[src/core/urxb_pkg.sv]
// Shared constants and types of the receive buffer and status block
package urxb_pkg;
	// ----------------------------------------
	// Register offsets
	// ----------------------------------------
	localparam logic [1:0] OFF_DATA = 2'h0;
	localparam logic [1:0] OFF_STATUS = 2'h1;
	localparam logic [1:0] OFF_CTRL_B = 2'h2;
	localparam logic [1:0] OFF_CTRL_C = 2'h3;
	// ----------------------------------------
	// Field positions
	// ----------------------------------------
	localparam int ST_RXC = 7;
	localparam int ST_FE = 4;
	localparam int ST_DOR = 3;
	localparam int ST_PE = 2;
	localparam int CB_IRQ_EN = 7;
	localparam int CB_RX_EN = 4;
	localparam int CB_SIZE2 = 2;
	localparam int CB_NINTH = 1;
	localparam int CC_PAR_EN = 5;
	localparam int CC_PAR_ODD = 4;
	localparam int CC_STOP2 = 3;
	localparam int CC_SIZE_HI = 2;
	localparam int CC_SIZE_LO = 1;
	// ----------------------------------------
	// Sizes, codes and reset values
	// ----------------------------------------
	localparam int FIFO_DEPTH = 2;
	localparam logic [1:0] FIFO_FULL = 2'h2;
	localparam logic [2:0] SIZE_5 = 3'h0;
	localparam logic [2:0] SIZE_6 = 3'h1;
	localparam logic [2:0] SIZE_7 = 3'h2;
	localparam logic [2:0] SIZE_9 = 3'h7;
	localparam logic [2:0] SIZE_RESET = 3'h3;
	localparam logic [7:0] RDATA_RESET = 8'h00;
	// ----------------------------------------
	// Carriers
	// ----------------------------------------
	typedef struct packed {
		logic [8:0] data;
		logic parity;
		logic stop;
	} urxb_frame_t;
	typedef struct packed {
		logic [8:0] data;
		logic fe;
		logic dor;
		logic pe;
	} urxb_entry_t;
	typedef struct packed {
		logic [2:0] size;
		logic par_en;
		logic par_odd;
		logic stop2;
	} urxb_cfg_t;
endpackage

[src/core/urxb_top.sv]
// Receive buffer, status flags and parity check of the serial receiver
`timescale 1ns/1ps

// Summary of operation
// [RQ1] Receive-complete flag is one exactly while the buffer holds unread characters.
// [RQ2] Clearing receiver enable flushes every buffer entry; receive-complete reads zero.
// [RQ3] Interrupt request stays high while receive-complete and its enable are set.
// [RQ4] A data read removes the oldest character; flag clears when none remain.
// [RQ5] A slot freed by a data read takes a new frame at once.
// [RQ6] Error flags travel with each character; status shows the oldest one's.
// [RQ7] Software reads status before data, since the data read advances.
// [RQ8] Status writes leave the three error flags untouched.
// [RQ9] Software writes zero into the error flag positions of status.
// [RQ10] No interrupt comes from the error flags.
// [RQ11] Frame error set when first stop bit was zero, clear when one.
// [RQ12] Only the first stop bit counts; stop count selection is ignored.
// [RQ13] Overrun: buffer full, character waiting, new start bit; waiting one lost.
// [RQ14] Overrun marks frames lost before the next character read.
// [RQ15] Overrun clears when a frame moves into the buffer successfully.
// [RQ16] Parity check runs only when enabled; a second bit selects odd or even.
// [RQ17] Checker compares data parity with received parity bit, stores mismatch.
// [RQ18] Parity error only for mismatch with checking enabled at reception.
// [RQ19] Parity error flag reads zero while parity checking is disabled.
// [RQ20] Disabling the receiver acts at once and drops partial reception.
// [RQ21] Disabled receiver releases the receive pin to its port function.
// [RQ22] Software flushes by reading data until receive-complete reads zero.
// [RQ23] Ninth bit buffered per character, shown in a control bit.
// [RQ24] Unused upper data bits of short frames read as zero.
// [RQ25] Parity select zero means even, one means odd.
// [RQ26] Reset empties the buffer and clears all receive flags.
module urxb_top
(
	// Clock and reset
	input wire logic i_clock,
	input wire logic i_rst_n,
	// Register port
	input wire logic [1:0] i_addr,
	input wire logic [7:0] i_wdata,
	input wire logic i_write,
	input wire logic i_read,
	output logic [7:0] o_rdata,
	// Shift register side
	input wire urxb_pkg::urxb_frame_t i_frame,
	input wire logic i_frame_done,
	input wire logic i_start_seen,
	output urxb_pkg::urxb_cfg_t o_cfg,
	output logic o_rx_enable,
	// Interrupt request
	output logic o_rx_irq
);

	// ----------------------------------------
	// Registers
	// ----------------------------------------
	urxb_pkg::urxb_entry_t mem_r [0:urxb_pkg::FIFO_DEPTH-1];
	urxb_pkg::urxb_entry_t hold_r;
	urxb_pkg::urxb_cfg_t cfg_r;
	logic hold_valid_r;
	logic [1:0] count_r;
	logic rd_ptr_r;
	logic dor_pend_r;
	logic rx_en_r;
	logic irq_en_r;
	logic [7:0] rdata_r;
	logic irq_r;

	// ----------------------------------------
	// Decode
	// ----------------------------------------
	wire sel_data = (i_addr == urxb_pkg::OFF_DATA);
	wire sel_status = (i_addr == urxb_pkg::OFF_STATUS); // RQ8
	wire sel_ctrl_b = (i_addr == urxb_pkg::OFF_CTRL_B);
	wire sel_ctrl_c = (i_addr == urxb_pkg::OFF_CTRL_C);
	wire wr_ctrl_b = i_write && sel_ctrl_b;
	wire wr_ctrl_c = i_write && sel_ctrl_c;
	wire rd_data = i_read && sel_data;

	wire rx_en_nxt = wr_ctrl_b ? i_wdata[urxb_pkg::CB_RX_EN] : rx_en_r;
	wire irq_en_nxt = wr_ctrl_b ? i_wdata[urxb_pkg::CB_IRQ_EN] : irq_en_r;
	wire flush = !rx_en_nxt; // RQ2 RQ20
	wire rxc = (count_r != 2'h0); // RQ1

	// ----------------------------------------
	// Buffer movement
	// ----------------------------------------
	wire pop = rd_data && rxc; // RQ4
	wire space = (count_r != urxb_pkg::FIFO_FULL) || pop; // RQ5
	wire push = hold_valid_r && space && rx_en_r;
	wire overrun_ev = rx_en_r && hold_valid_r && !space && i_start_seen; // RQ13
	wire lost_ev = overrun_ev || (rx_en_r && i_frame_done && hold_valid_r && !push);
	wire wr_idx = rd_ptr_r ^ count_r[0];

	logic [1:0] count_nxt;
	always_comb
	begin
		count_nxt = count_r;
		if (flush)
			count_nxt = 2'h0; // RQ2
		else if (push && !pop)
			count_nxt = count_r + 2'h1;
		else if (pop && !push)
			count_nxt = count_r - 2'h1; // RQ4
	end

	// ----------------------------------------
	// Frame capture and checking
	// ----------------------------------------
	function automatic logic [8:0] size_mask(input logic [2:0] size);
		logic [8:0] m;
		m = 9'h0ff;
		if (size == urxb_pkg::SIZE_5)
			m = 9'h01f;
		else if (size == urxb_pkg::SIZE_6)
			m = 9'h03f;
		else if (size == urxb_pkg::SIZE_7)
			m = 9'h07f;
		else if (size == urxb_pkg::SIZE_9)
			m = 9'h1ff;
		return m;
	endfunction

	wire [8:0] masked = i_frame.data & size_mask(cfg_r.size); // RQ24 RQ23
	wire par_calc = (^masked) ^ cfg_r.par_odd; // RQ25
	wire par_bad = (par_calc != i_frame.parity) && cfg_r.par_en; // RQ17 RQ18 RQ16

	urxb_pkg::urxb_entry_t captured;
	assign captured.data = masked;
	assign captured.fe = !i_frame.stop; // RQ11 RQ12
	assign captured.dor = 1'b0;
	assign captured.pe = par_bad;

	urxb_pkg::urxb_entry_t pushed;
	assign pushed.data = hold_r.data;
	assign pushed.fe = hold_r.fe;
	assign pushed.dor = dor_pend_r; // RQ14
	assign pushed.pe = hold_r.pe;

	// ----------------------------------------
	// Register read view
	// ----------------------------------------
	urxb_pkg::urxb_entry_t head;
	assign head = rxc ? mem_r[rd_ptr_r] : '0;

	logic [7:0] status_view;
	logic [7:0] ctrl_b_view;
	logic [7:0] ctrl_c_view;
	always_comb
	begin
		status_view = 8'h00;
		status_view[urxb_pkg::ST_RXC] = rxc;
		status_view[urxb_pkg::ST_FE] = head.fe; // RQ6
		status_view[urxb_pkg::ST_DOR] = head.dor;
		status_view[urxb_pkg::ST_PE] = head.pe && cfg_r.par_en; // RQ19
		ctrl_b_view = 8'h00;
		ctrl_b_view[urxb_pkg::CB_IRQ_EN] = irq_en_r;
		ctrl_b_view[urxb_pkg::CB_RX_EN] = rx_en_r;
		ctrl_b_view[urxb_pkg::CB_SIZE2] = cfg_r.size[2];
		ctrl_b_view[urxb_pkg::CB_NINTH] = head.data[8]; // RQ23
		ctrl_c_view = 8'h00;
		ctrl_c_view[urxb_pkg::CC_PAR_EN] = cfg_r.par_en;
		ctrl_c_view[urxb_pkg::CC_PAR_ODD] = cfg_r.par_odd;
		ctrl_c_view[urxb_pkg::CC_STOP2] = cfg_r.stop2;
		ctrl_c_view[urxb_pkg::CC_SIZE_HI] = cfg_r.size[1];
		ctrl_c_view[urxb_pkg::CC_SIZE_LO] = cfg_r.size[0];
	end

	wire [7:0] rdata_sel = sel_data ? head.data[7:0] :
		sel_status ? status_view :
		sel_ctrl_b ? ctrl_b_view : ctrl_c_view;
	wire [7:0] rdata_nxt = i_read ? rdata_sel : urxb_pkg::RDATA_RESET;

	urxb_pkg::urxb_cfg_t cfg_nxt;
	always_comb
	begin
		cfg_nxt = cfg_r;
		if (wr_ctrl_b)
			cfg_nxt.size[2] = i_wdata[urxb_pkg::CB_SIZE2];
		if (wr_ctrl_c)
		begin
			cfg_nxt.par_en = i_wdata[urxb_pkg::CC_PAR_EN];
			cfg_nxt.par_odd = i_wdata[urxb_pkg::CC_PAR_ODD];
			cfg_nxt.stop2 = i_wdata[urxb_pkg::CC_STOP2];
			cfg_nxt.size[1] = i_wdata[urxb_pkg::CC_SIZE_HI];
			cfg_nxt.size[0] = i_wdata[urxb_pkg::CC_SIZE_LO];
		end
	end

	// Status writes touch nothing: the error flags live in the buffer
	wire irq_nxt = rx_en_nxt && (count_nxt != 2'h0) && irq_en_nxt; // RQ3 RQ10

	// ----------------------------------------
	// Sequential logic
	// ----------------------------------------
	always_ff @(posedge i_clock or negedge i_rst_n)
	begin
		if (!i_rst_n)
		begin
			count_r <= 2'h0; // RQ26
			rd_ptr_r <= 1'b0;
			dor_pend_r <= 1'b0;
			hold_valid_r <= 1'b0;
			hold_r <= '0;
		end
		else
		begin
			count_r <= count_nxt;
			if (flush)
				rd_ptr_r <= 1'b0;
			else if (pop)
				rd_ptr_r <= !rd_ptr_r;
			if (flush)
				dor_pend_r <= 1'b0;
			else if (lost_ev)
				dor_pend_r <= 1'b1; // RQ13
			else if (push)
				dor_pend_r <= 1'b0; // RQ15
			if (flush)
				hold_valid_r <= 1'b0; // RQ20
			else if (i_frame_done)
				hold_valid_r <= 1'b1;
			else if (push || overrun_ev)
				hold_valid_r <= 1'b0;
			if (i_frame_done)
				hold_r <= captured;
		end
	end

	always_ff @(posedge i_clock or negedge i_rst_n)
	begin
		if (!i_rst_n)
		begin
			for (int i = 0; i < urxb_pkg::FIFO_DEPTH; i++)
				mem_r[i] <= '0;
		end
		else if (push)
			mem_r[wr_idx] <= pushed; // RQ6 RQ5
	end

	always_ff @(posedge i_clock or negedge i_rst_n)
	begin
		if (!i_rst_n)
		begin
			cfg_r <= '{size: urxb_pkg::SIZE_RESET, default: 1'b0};
			rx_en_r <= 1'b0;
			irq_en_r <= 1'b0;
			rdata_r <= urxb_pkg::RDATA_RESET;
			irq_r <= 1'b0;
		end
		else
		begin
			cfg_r <= cfg_nxt;
			rx_en_r <= rx_en_nxt;
			irq_en_r <= irq_en_nxt;
			rdata_r <= rdata_nxt;
			irq_r <= irq_nxt; // RQ3
		end
	end

	assign o_rdata = rdata_r;
	assign o_cfg = cfg_r;
	assign o_rx_enable = rx_en_r; // RQ21
	assign o_rx_irq = irq_r;
endmodule

[config.mk]
export PLATFORM = sky130hd
export DESIGN_NAME = urxb_top
export DESIGN_NICKNAME = d
export VERILOG_FILES = /design/src/core/urxb_pkg.sv /design/src/core/urxb_top.sv
export SDC_FILE = /design/constraint.sdc
export NUM_CORES = 1
export LEC_CHECK = 0
export BUFFER_PORTS_ARGS = -buffer_cell sky130_fd_sc_hd__buf_4
export CAP_MARGIN = 20
export CORE_MARGIN = 1.5
export CORE_UTILIZATION = 51
export CTS_CLUSTER_SIZE = 12
export DETAILED_ROUTE_END_ITERATION = 10
export PLACE_DENSITY = 0.76
export SLEW_MARGIN = 5
export SYNTH_ARGS = -nofsm -noshare
export SYNTH_HDL_FRONTEND = slang
export SYNTH_SLANG_ARGS = --single-unit
[constraint.sdc]
create_clock -name i_clock -period 2.3 [get_ports i_clock]
set_input_delay 0.23 -clock i_clock [delete_from_list [all_inputs] [get_ports i_clock]]
set_output_delay 0.23 -clock i_clock [all_outputs]
set_load 0.05 [all_outputs]
==> results of run 1 <==
## per-layer routing
layer  global-route usage  share of wire  wire length, um
met3               0.0371          0.037              203
met4                0.104          0.025              140
met1                0.267           0.43             2390
met5                    0              0                0
met2                0.353           0.50             2780
## report_power, final
| part | internal [mW] | total (mW) | switching (mW) |
|---|---|---|---|
| Combinational | 0.499 | 1.02 | 0.521 |
| Sequential | 1.25 | 1.40 | 0.153 |
| Clock | 0.423 | 0.777 | 0.354 |
## cells by family after synthesis
group | count (synthesis) | synth area share
fa+ha+maj | 2 | 0.00920
buf+inv | 19 | 0.0363
flops | 57 | 0.525
simple gates | 46 | 0.100
compound gates | 26 | 0.0621
mux | 50 | 0.224
xor+xnor | 10 | 0.0423
## path summary, 6_finish.rpt
kind / start / to / slack [ns] / depth (start not counted)
worst max-delay path: count_r[0] / mem_r[22] / 0.11 / 8
worst min register to register: mem_r[14] / mem_r[14] / 0.48 / 1
worst max register to register: count_r[0] / mem_r[22] / 0.11 / 8
max in group asynchronous: i_rst_n / mem_r[0] / 1.33 / 2
worst min-delay path: i_frame[0] / hold_r[2] / 0.07 / 2
min in group asynchronous: i_rst_n / mem_r[21] / 0.49 / 2
## worst register-to-register path, cell delays in order, from the launching register on
cell	delay, ns
dfrtp_1	0.34
inv_1	0.07
ha_1	0.22
or4b_4	0.51
nand2_2	0.12
nand3_4	0.12
nor2_4	0.18
buf_4	0.19
mux2_1	0.33
## placed cells by master (no fill, tap or decap), types with 6 or more instances in the layout
cell,instances
buf_4,50
clkbuf_8,11
dfrtp_1,55
inv_1,9
mux2_1,14
mux2_2,14
mux2_4,10
mux2i_1,10
nand2_1,11
nor2_1,11
nor2b_1,6
o21ai_0,10
xnor2_1,6
## Yosys cell counts, drive strengths merged, types with 2 or more instances
library cell	number	share of area
ha	2	0.0092
nand3	3	0.010
a211oi	2	0.0055
o22ai	2	0.0046
clkbuf	6	0.0083
xnor3	2	0.017
buf	4	0.016
o21ai	10	0.018
xor2	2	0.0064
xnor2	6	0.019
dfstp	2	0.019
mux4	2	0.017
mux2	38	0.17
nand4	2	0.0046
mux2i	10	0.037
dfrtp	55	0.51
a22oi	2	0.0055
a21oi	2	0.0037
nand3b	2	0.0055
a32oi	2	0.0064
inv	9	0.012
nor2	12	0.019
nor2b	7	0.019
nor3	2	0.0037
nand2	12	0.017
## area by class of cell
class	instances	area share
clock buffer	11	0.0458
sequential	57	0.432
clock inverter	1	0.00151
inverter	9	0.0102
timing repair buffer	52	0.123
multi-input combinational	134	0.361
tap	70	0.0265
## stage by stage
step | instances | total power, mW | util
after floorplan | 210 | 2.11 | -
after global placement | 321 | 2.40 | 0.611
after detailed placement | 321 | 2.44 | 0.611
after CTS | 334 | 3.22 | 0.643
after global routing | 334 | 3.38 | 0.643
final | 334 | 3.20 | 0.643
## registers in the layout, indices dropped and copies added (netlist names)
name          count
o_rx_enable       1
hold_r           11
rd_ptr_r          1
count_r           2
mem_r            24
hold_valid_r      1
o_rdata           8
dor_pend_r        1
irq_en_r          1
o_rx_irq          1
o_cfg             6
## repair_timing
item	4_1_cts	5_1_grt
endpoints found under the hold margin	55	0
hold buffers	1	0
setup endpoints to repair	0	0
==> run_results.csv, run 1 <==
group,metric,value,unit
sta,worst_slack,0.113,ns
placed_design,gp_congestion,0.778,
grt,overflow,0,
floorplanning,die_y,76.0,um
grt,antenna_found_initial,0,
grt,grt_pass1_vias,1865,
logic_synthesis,syn_area_per_cell,13.0,um^2
placed_design,hpwl,3920,um
sta,clock.fmax,457,MHz
pwr,leakagePower,1.53,nW
logic_synthesis,synth_ff_type,"dfrtp_1",
drt,drtIter0Drc,131,
worst_hold_path,hp-class,"in2reg",
sta,finalCritPeriodShare,0.951,
placed_design,pre_cts_ws,0.116,ns
final_layout,n_fill_cell,438,
sta,fin_tns_setup,0,ns
floorplanning,die_area,5780,um^2
clocking,post_cts.repair.setup_buffers,0,
worst_setup_path,crit_fanout,5,
sta,worst_pin_slew,0.714,ns
status,status,"complete, no violations",
worst_setup_path,crit_slowest_cell,"or4b_4",
grt,grt_use_total,0.211,
drt,dr.pass1.iters,4,
clocking,cts-htree-levels,3,
final_layout,layout.cell_area.non_filler,3300,um^2
clocking,clk_latency,0.33,ns
sta,final_max_slew_viol_count,0,
logic_synthesis,seq_area_frac_synth,0.525,
placed_design,io_buffers,40,
final_layout,multi_input_area,1190,um^2
clocking,clk_transition_reported_paths,0.06,ns
worst_setup_path,crit_family,"simple AND/OR/NAND/NOR gates",
clocking,cts_made_buffers,9,
sta,period_needed,2.19,ns
worst_setup_path,path_buf_inv,2,
drt,routed_wirelength,5510,um
drt,ant_nets,0,
drt,detail_route.drc_violations,0,
grt,grt_pass1_wl,9310,um
logic_synthesis,ys_warn_count,0,
worst_setup_path,slowest_delay,0.51,ns
clocking,ctsResizeCount,0,
pwr,ir_drop,451,uV
worst_setup_path,cp_cell_sequence,"inv_1 -> ha_1 -> or4b_4 -> nand2_2 -> nand3_4 -> nor2_4 -> buf_4 -> mux2_1",
worst_setup_path,critPathCaptureType,"register",
sta,finalClockSkew,0.00815,ns
drt,vias,1796,
clocking,cts_tree,"yes",
drt,post_drt_wl_per_cell,16.5,um
drt,viasPerCell,5.38,
worst_setup_path,arrival,2.39,ns
job,drv_cap,0,
sta,rsz0062_at_grt,"false",
logic_synthesis,syn_inst,210,
sta,finalSetupViolations,0,
final_layout,seq_area,1430,um^2
placed_design,placed_area,3140,um^2
grt,grt_max_degree,58,
final_layout,antenna_cells,0,
logic_synthesis,ys_seq_elements,57,
logic_synthesis,synthArstFlopShare,1.00,
floorplanning,die_width,76.0,um
logic_synthesis,syn_nets,239,
sta,whs,0.0735,ns
floorplanning,fp-row-count,26,
final_layout,nets,292,
clocking,ctsLongestPathBuffers,2,
pwr,p_per_area,968,nW/um^2
final_layout,drive_gt1_frac,0.367,
floorplanning,core,5140,um^2
floorplanning,initial_core_util,0.529,
worst_setup_path,required,2.51,ns
logic_synthesis,synth_cell_type_count,45,
worst_setup_path,crit_type,"reg2reg",
clocking,cts_root_buf,"clkbuf_8",
floorplanning,ios,43,
sta,finalHoldViolations,0,
clocking,cts.sinks,57,
sta,relSlewSlack,0.524,
logic_synthesis,synth_area,2720,um^2
worst_setup_path,start_kind,"register",
final_layout,area_growth,21.5,%
logic_synthesis,synth_edf_count,0,
Power figures use the tool's default switching activity.
==> run 2: changes to the inputs <==
- PLACE_DENSITY: 0.76 -> 0.75
==> run_results.csv, run 2 (synthesis gave the netlist of run 1 again) <==
group,metric,value,unit
status,status,"complete, no violations",
grt,overflow,0,
floorplanning,ios,43,
sta,finalClockSkew,0.00404,ns
grt,grt_pass1_vias,1887,
worst_setup_path,required,2.51,ns
worst_setup_path,crit_type,"reg2reg",
sta,finalHoldViolations,0,
sta,finalSetupViolations,0,
drt,routed_wirelength,5620,um
drt,dr.pass1.iters,4,
clocking,cts_made_buffers,9,
pwr,ir_drop,438,uV
clocking,cts-htree-levels,3,
placed_design,hpwl,3920,um
worst_setup_path,reg2reg_slack,0.12,ns
clocking,cts.sinks,57,
sta,fin_tns_setup,0,ns
final_layout,n_fill_cell,412,
clocking,post_cts.repair.setup_buffers,0,
pwr,leakagePower,1.52,nW
final_layout,nets,289,
clocking,clk_transition_reported_paths,0.06,ns
worst_setup_path,critPathCaptureType,"register",
worst_setup_path,r2r-end,"mem_r[1]",
worst_setup_path,worstReg2RegStart,"count_r[0]",
sta,period_needed,2.18,ns
worst_setup_path,startpoint,"count_r[0]",
grt,grt_use_total,0.214,
drt,detail_route.drc_violations,0,
worst_setup_path,start_kind,"register",
pwr,p_total,3.19,mW
worst_setup_path,critPathCapture,"mem_r[1]",
sta,relSlewSlack,0.520,
worst_setup_path,r2r_cells,8,
drt,viasPerCell,5.34,
floorplanning,die_area,5780,um^2
clocking,cts_root_buf,"clkbuf_8",
floorplanning,core,5140,um^2
clocking,cts_hold_buf,1,
floorplanning,die_width,76.0,um
grt,antenna_found_initial,0,
floorplanning,fp-row-count,26,
drt,vias,1783,
sta,clock.fmax,459,MHz
pwr,p_per_area,968,nW/um^2
final_layout,regMostFlops,"mem_r",
drt,post_drt_wl_per_cell,16.8,um
sta,rsz0062_at_grt,"false",
clocking,ctsResizeCount,0,
drt,drtIter0Drc,76,
job,drv_cap,0,
worst_setup_path,arrival,2.39,ns
floorplanning,initial_core_util,0.529,
final_layout,layout_common_cells,"55 x dfrtp_1, 46 x buf_4, 14 x mux2_2, 14 x mux2_1",
final_layout,area_growth,21.1,%
clocking,clk_latency,0.34,ns
placed_design,gp_congestion,0.832,
sta,worst_pin_slew,0.720,ns
placed_design,io_buffers,40,
final_layout,final_common_cell,"dfrtp_1",
grt,grt_max_degree,58,
worst_setup_path,crit_fanout,9,
sta,finalCritPeriodShare,0.948,
clocking,cts_tree,"yes",
worst_hold_path,hp-class,"in2reg",
floorplanning,die_y,76.0,um
final_layout,drive_gt1_frac,0.348,
grt,grt_pass1_wl,9340,um
final_layout,antenna_cells,0,
clocking,ctsLongestPathBuffers,2,
drt,ant_nets,0,
sta,final_max_slew_viol_count,0,
final_layout,largest_reg_flops,24,
-- run 2: layout make-up --
| cell class | instances | area, um^2 | share of cell area |
|---|---|---|---|
| Multi-Input combinational cell | 134 | 1190 | 0.362 |
| Tap cell | 70 | 87.6 | 0.0266 |
| Timing Repair Buffer | 49 | 395 | 0.120 |
| Inverter | 9 | 33.8 | 0.0103 |
| Sequential cell | 57 | 1430 | 0.434 |
| Clock buffer | 15 | 156 | 0.0475 |
-- run 2: power by group --
| part | internal [mW] | switching [mW] |
|---|---|---|
| logic | 0.497 | 0.507 |
| registers | 1.25 | 0.159 |
| clock network | 0.416 | 0.360 |
-- run 2: metal layers --
layer  vias up  global-route usage  routed length (um)
li1        843                   -                   -
met1       900               0.267                2560
met2        35               0.357                2790
met3         5              0.0754                 225
met4         0              0.0556                  51
met5         -                   0                   0
-- run 2: how the worst min path moves through the flow --
stage	start	to	slack [ns]	cells after the start
2_1_floorplan	i_rst_n	count_r[0]	-0.07	0
3_3_place_gp	i_rst_n	mem_r[3]	0.33	1
3_5_place_dp	i_rst_n	o_rdata[0]	0.33	1
4_1_cts	i_frame[0]	hold_r[2]	0.05	2
5_1_grt	i_frame[0]	hold_r[2]	0.06	2
6_report	i_frame[0]	hold_r[2]	0.06	2
-- run 2: worst max-delay path, stage by stage (launching register included) --
cell and delay [ns]:
dfrtp_1 0.35, inv_1 0.06, ha_1 0.22, or4b_4 0.55
nand2_2 0.13, nand3_4 0.11, nor2b_4 0.16, buf_12 0.16
mux2_1 0.33
-- run 2: per-stage QoR --
step | util | instance area (um^2) | setup slack [ns] | hold WS, ns | instances
3_3_place_gp | 0.609 | 3130 | 0.177 | 0.327 | 318
3_5_place_dp | 0.609 | 3130 | 0.138 | 0.330 | 318
4_1_cts | 0.641 | 3290 | 0.116 | 0.0546 | 334
5_1_grt | 0.641 | 3290 | 0.0429 | 0.0618 | 334
2_1_floorplan | - | 2720 | 0.0952 | -0.0656 | 210
6_report | 0.641 | 3290 | 0.120 | 0.0638 | 334
==> run 3: changes to the inputs <==
- MAX_ROUTING_LAYER: default -> met4
- RECOVER_POWER: default -> 50
- REMOVE_ABC_BUFFERS: default -> 1
==> run_results.csv, run 3 (synthesis gave the netlist of run 1 again) <==
group,metric,value,unit
status,status,"complete, no violations",
worst_setup_path,crit_family,"simple AND/OR/NAND/NOR gates",
final_layout,utilization,0.645,
final_layout,largest_reg_flops,24,
drt,dr.pass1.iters,4,
worst_setup_path,path_depth,8,
pwr,p_per_area,977,nW/um^2
clocking,cts_made_buffers,9,
grt,grt_pass1_wl,9110,um
worst_setup_path,start_kind,"register",
final_layout,layout_common_cells,"54 x dfrtp_1, 43 x buf_4, 14 x mux2_2, 14 x mux2_1",
drt,detail_route.drc_violations,0,
worst_setup_path,required,2.52,ns
floorplanning,die_y,76.0,um
drt,drtIter0Drc,119,
final_layout,final_common_cell,"dfrtp_1",
sta,final_max_slew_viol_count,0,
worst_setup_path,crit_fanout,9,
worst_hold_path,hp-class,"in2reg",
clocking,cts_root_buf,"clkbuf_8",
grt,grt_use_total,0.215,
clocking,ctsLongestPathBuffers,2,
sta,clock.fmax,461,MHz
final_layout,regMostFlops,"mem_r",
final_layout,antenna_cells,0,
drt,routed_wirelength,5440,um
final_layout,seq_area,1430,um^2
grt,antenna_found_initial,0,
sta,rsz0062_at_grt,"false",
worst_setup_path,reg2reg_slack,0.13,ns
sta,finalCritPeriodShare,0.943,
clocking,cts-htree-levels,3,
worst_setup_path,r2r_cells,8,
floorplanning,core,5140,um^2
grt,grt_pass1_vias,1801,
worst_hold_path,whs_path_depth,2,
clocking,clk_transition_reported_paths,0.06,ns
grt,overflow,0,
sta,finalSetupViolations,0,
grt,grt_max_degree,58,
pwr,ir_drop,538,uV
final_layout,drive_gt1_frac,0.354,
floorplanning,initial_core_util,0.529,
sta,relSlewSlack,0.0816,
worst_setup_path,slowest_delay,0.54,ns
placed_design,gp_congestion,0.755,
worst_setup_path,crit_type,"reg2reg",
drt,ant_nets,0,
final_layout,layout.cell_area.non_filler,3310,um^2
worst_setup_path,cp_cell_sequence,"inv_1 -> ha_1 -> or4b_4 -> nand2_2 -> nand3_4 -> nor2b_4 -> buf_12 -> mux2_1",
floorplanning,die_width,76.0,um
pwr,leakagePower,1.52,nW
final_layout,nets,292,
drt,viasPerCell,5.23,
floorplanning,ios,43,
sta,whs,0.0587,ns
worst_setup_path,path_buf_inv,2,
final_layout,multi_input_area,1190,um^2
sta,fin_tns_setup,0,ns
worst_setup_path,arrival,2.39,ns
final_layout,n_fill_cell,430,
drt,vias,1768,
clocking,clk_latency,0.33,ns
clocking,cts_tree,"yes",
job,drv_cap,0,
sta,finalHoldViolations,0,
final_layout,area_growth,21.8,%
placed_design,placed_area,3130,um^2
sta,period_needed,2.17,ns
worst_setup_path,crit_slowest_cell,"or4b_4",
placed_design,hpwl,3750,um
floorplanning,fp-row-count,26,
floorplanning,die_area,5780,um^2
clocking,cts.sinks,57,
sta,finalClockSkew,0.00630,ns
placed_design,io_buffers,40,
worst_setup_path,critPathCaptureType,"register",
drt,post_drt_wl_per_cell,16.1,um
sta,worst_pin_slew,1.38,ns
[run 3: cell count changes in the layout (fill, tap and decap cells not counted)]
cell / before / now
clkbuf_2: 0 / 1
buf_4: 46 / 43
dfrtp_2: 0 / 1
clkbuf_8: 10 / 11
clkbuf_1: 5 / 7
dfrtp_1: 55 / 54
and2_0: 0 / 1
clkinv_2: 0 / 3
and2_1: 1 / 0
[run 3: what timing repair did]
action                     in CTS  in global routing
setup buffers                   0                  3
hold buffers                    1                  0
resized for setup               0                  1
setup endpoints to repair       0                 24
hold endpoints to repair       55                  0
[run 3: through the flow]
stage	setup slack [ns]	cells	power [mW]
after floorplan	0.00356	200	2.08
after global placement	0.108	318	2.38
after detailed placement	0.0697	318	2.41
after CTS	0.0465	335	3.24
after global routing	0.0255	338	3.41
final	0.130	338	3.24
[run 3: worst paths after layout]
path	endpoint	start
setup reg to reg	mem_r[0]	count_r[0]
setup / recovery	mem_r[0]	count_r[0]
max in group asynchronous	count_r[1]	i_rst_n
hold reg to reg	mem_r[15]	mem_r[15]
hold / removal	hold_r[2]	i_frame[0]
min in group asynchronous	count_r[1]	i_rst_n
[run 3: per-layer routing]
layer,share of wire,global-route usage,up-vias
li1,-,-,854
met5,0,-,-
met2,0.48,0.312,35
met3,0.035,0.0599,5
met4,0.010,0.0833,0
met1,0.48,0.291,874
[run 3: worst register-to-register path, cell delays in order, from the launching register on]
cell and delay (ns):
dfrtp_1 0.34, inv_1 0.06, ha_1 0.23, or4b_4 0.54, nand2_2 0.12, nand3_4 0.11
nor2b_4 0.17, buf_12 0.15, mux2_1 0.33
[run 3: layout make-up]
type	count	share of cell area
clock inverters	3	0.00453
clock buffers	13	0.0479
well taps	70	0.0264
repair buffers	52	0.120
flip-flops and latches	57	0.431
inverters	9	0.0102
multi-input cells	134	0.360
[run 3: power by group]
group	internal (mW)	switching (mW)
combinational	0.505	0.502
clock	0.444	0.376
sequential	1.25	0.160
total	2.20	1.04
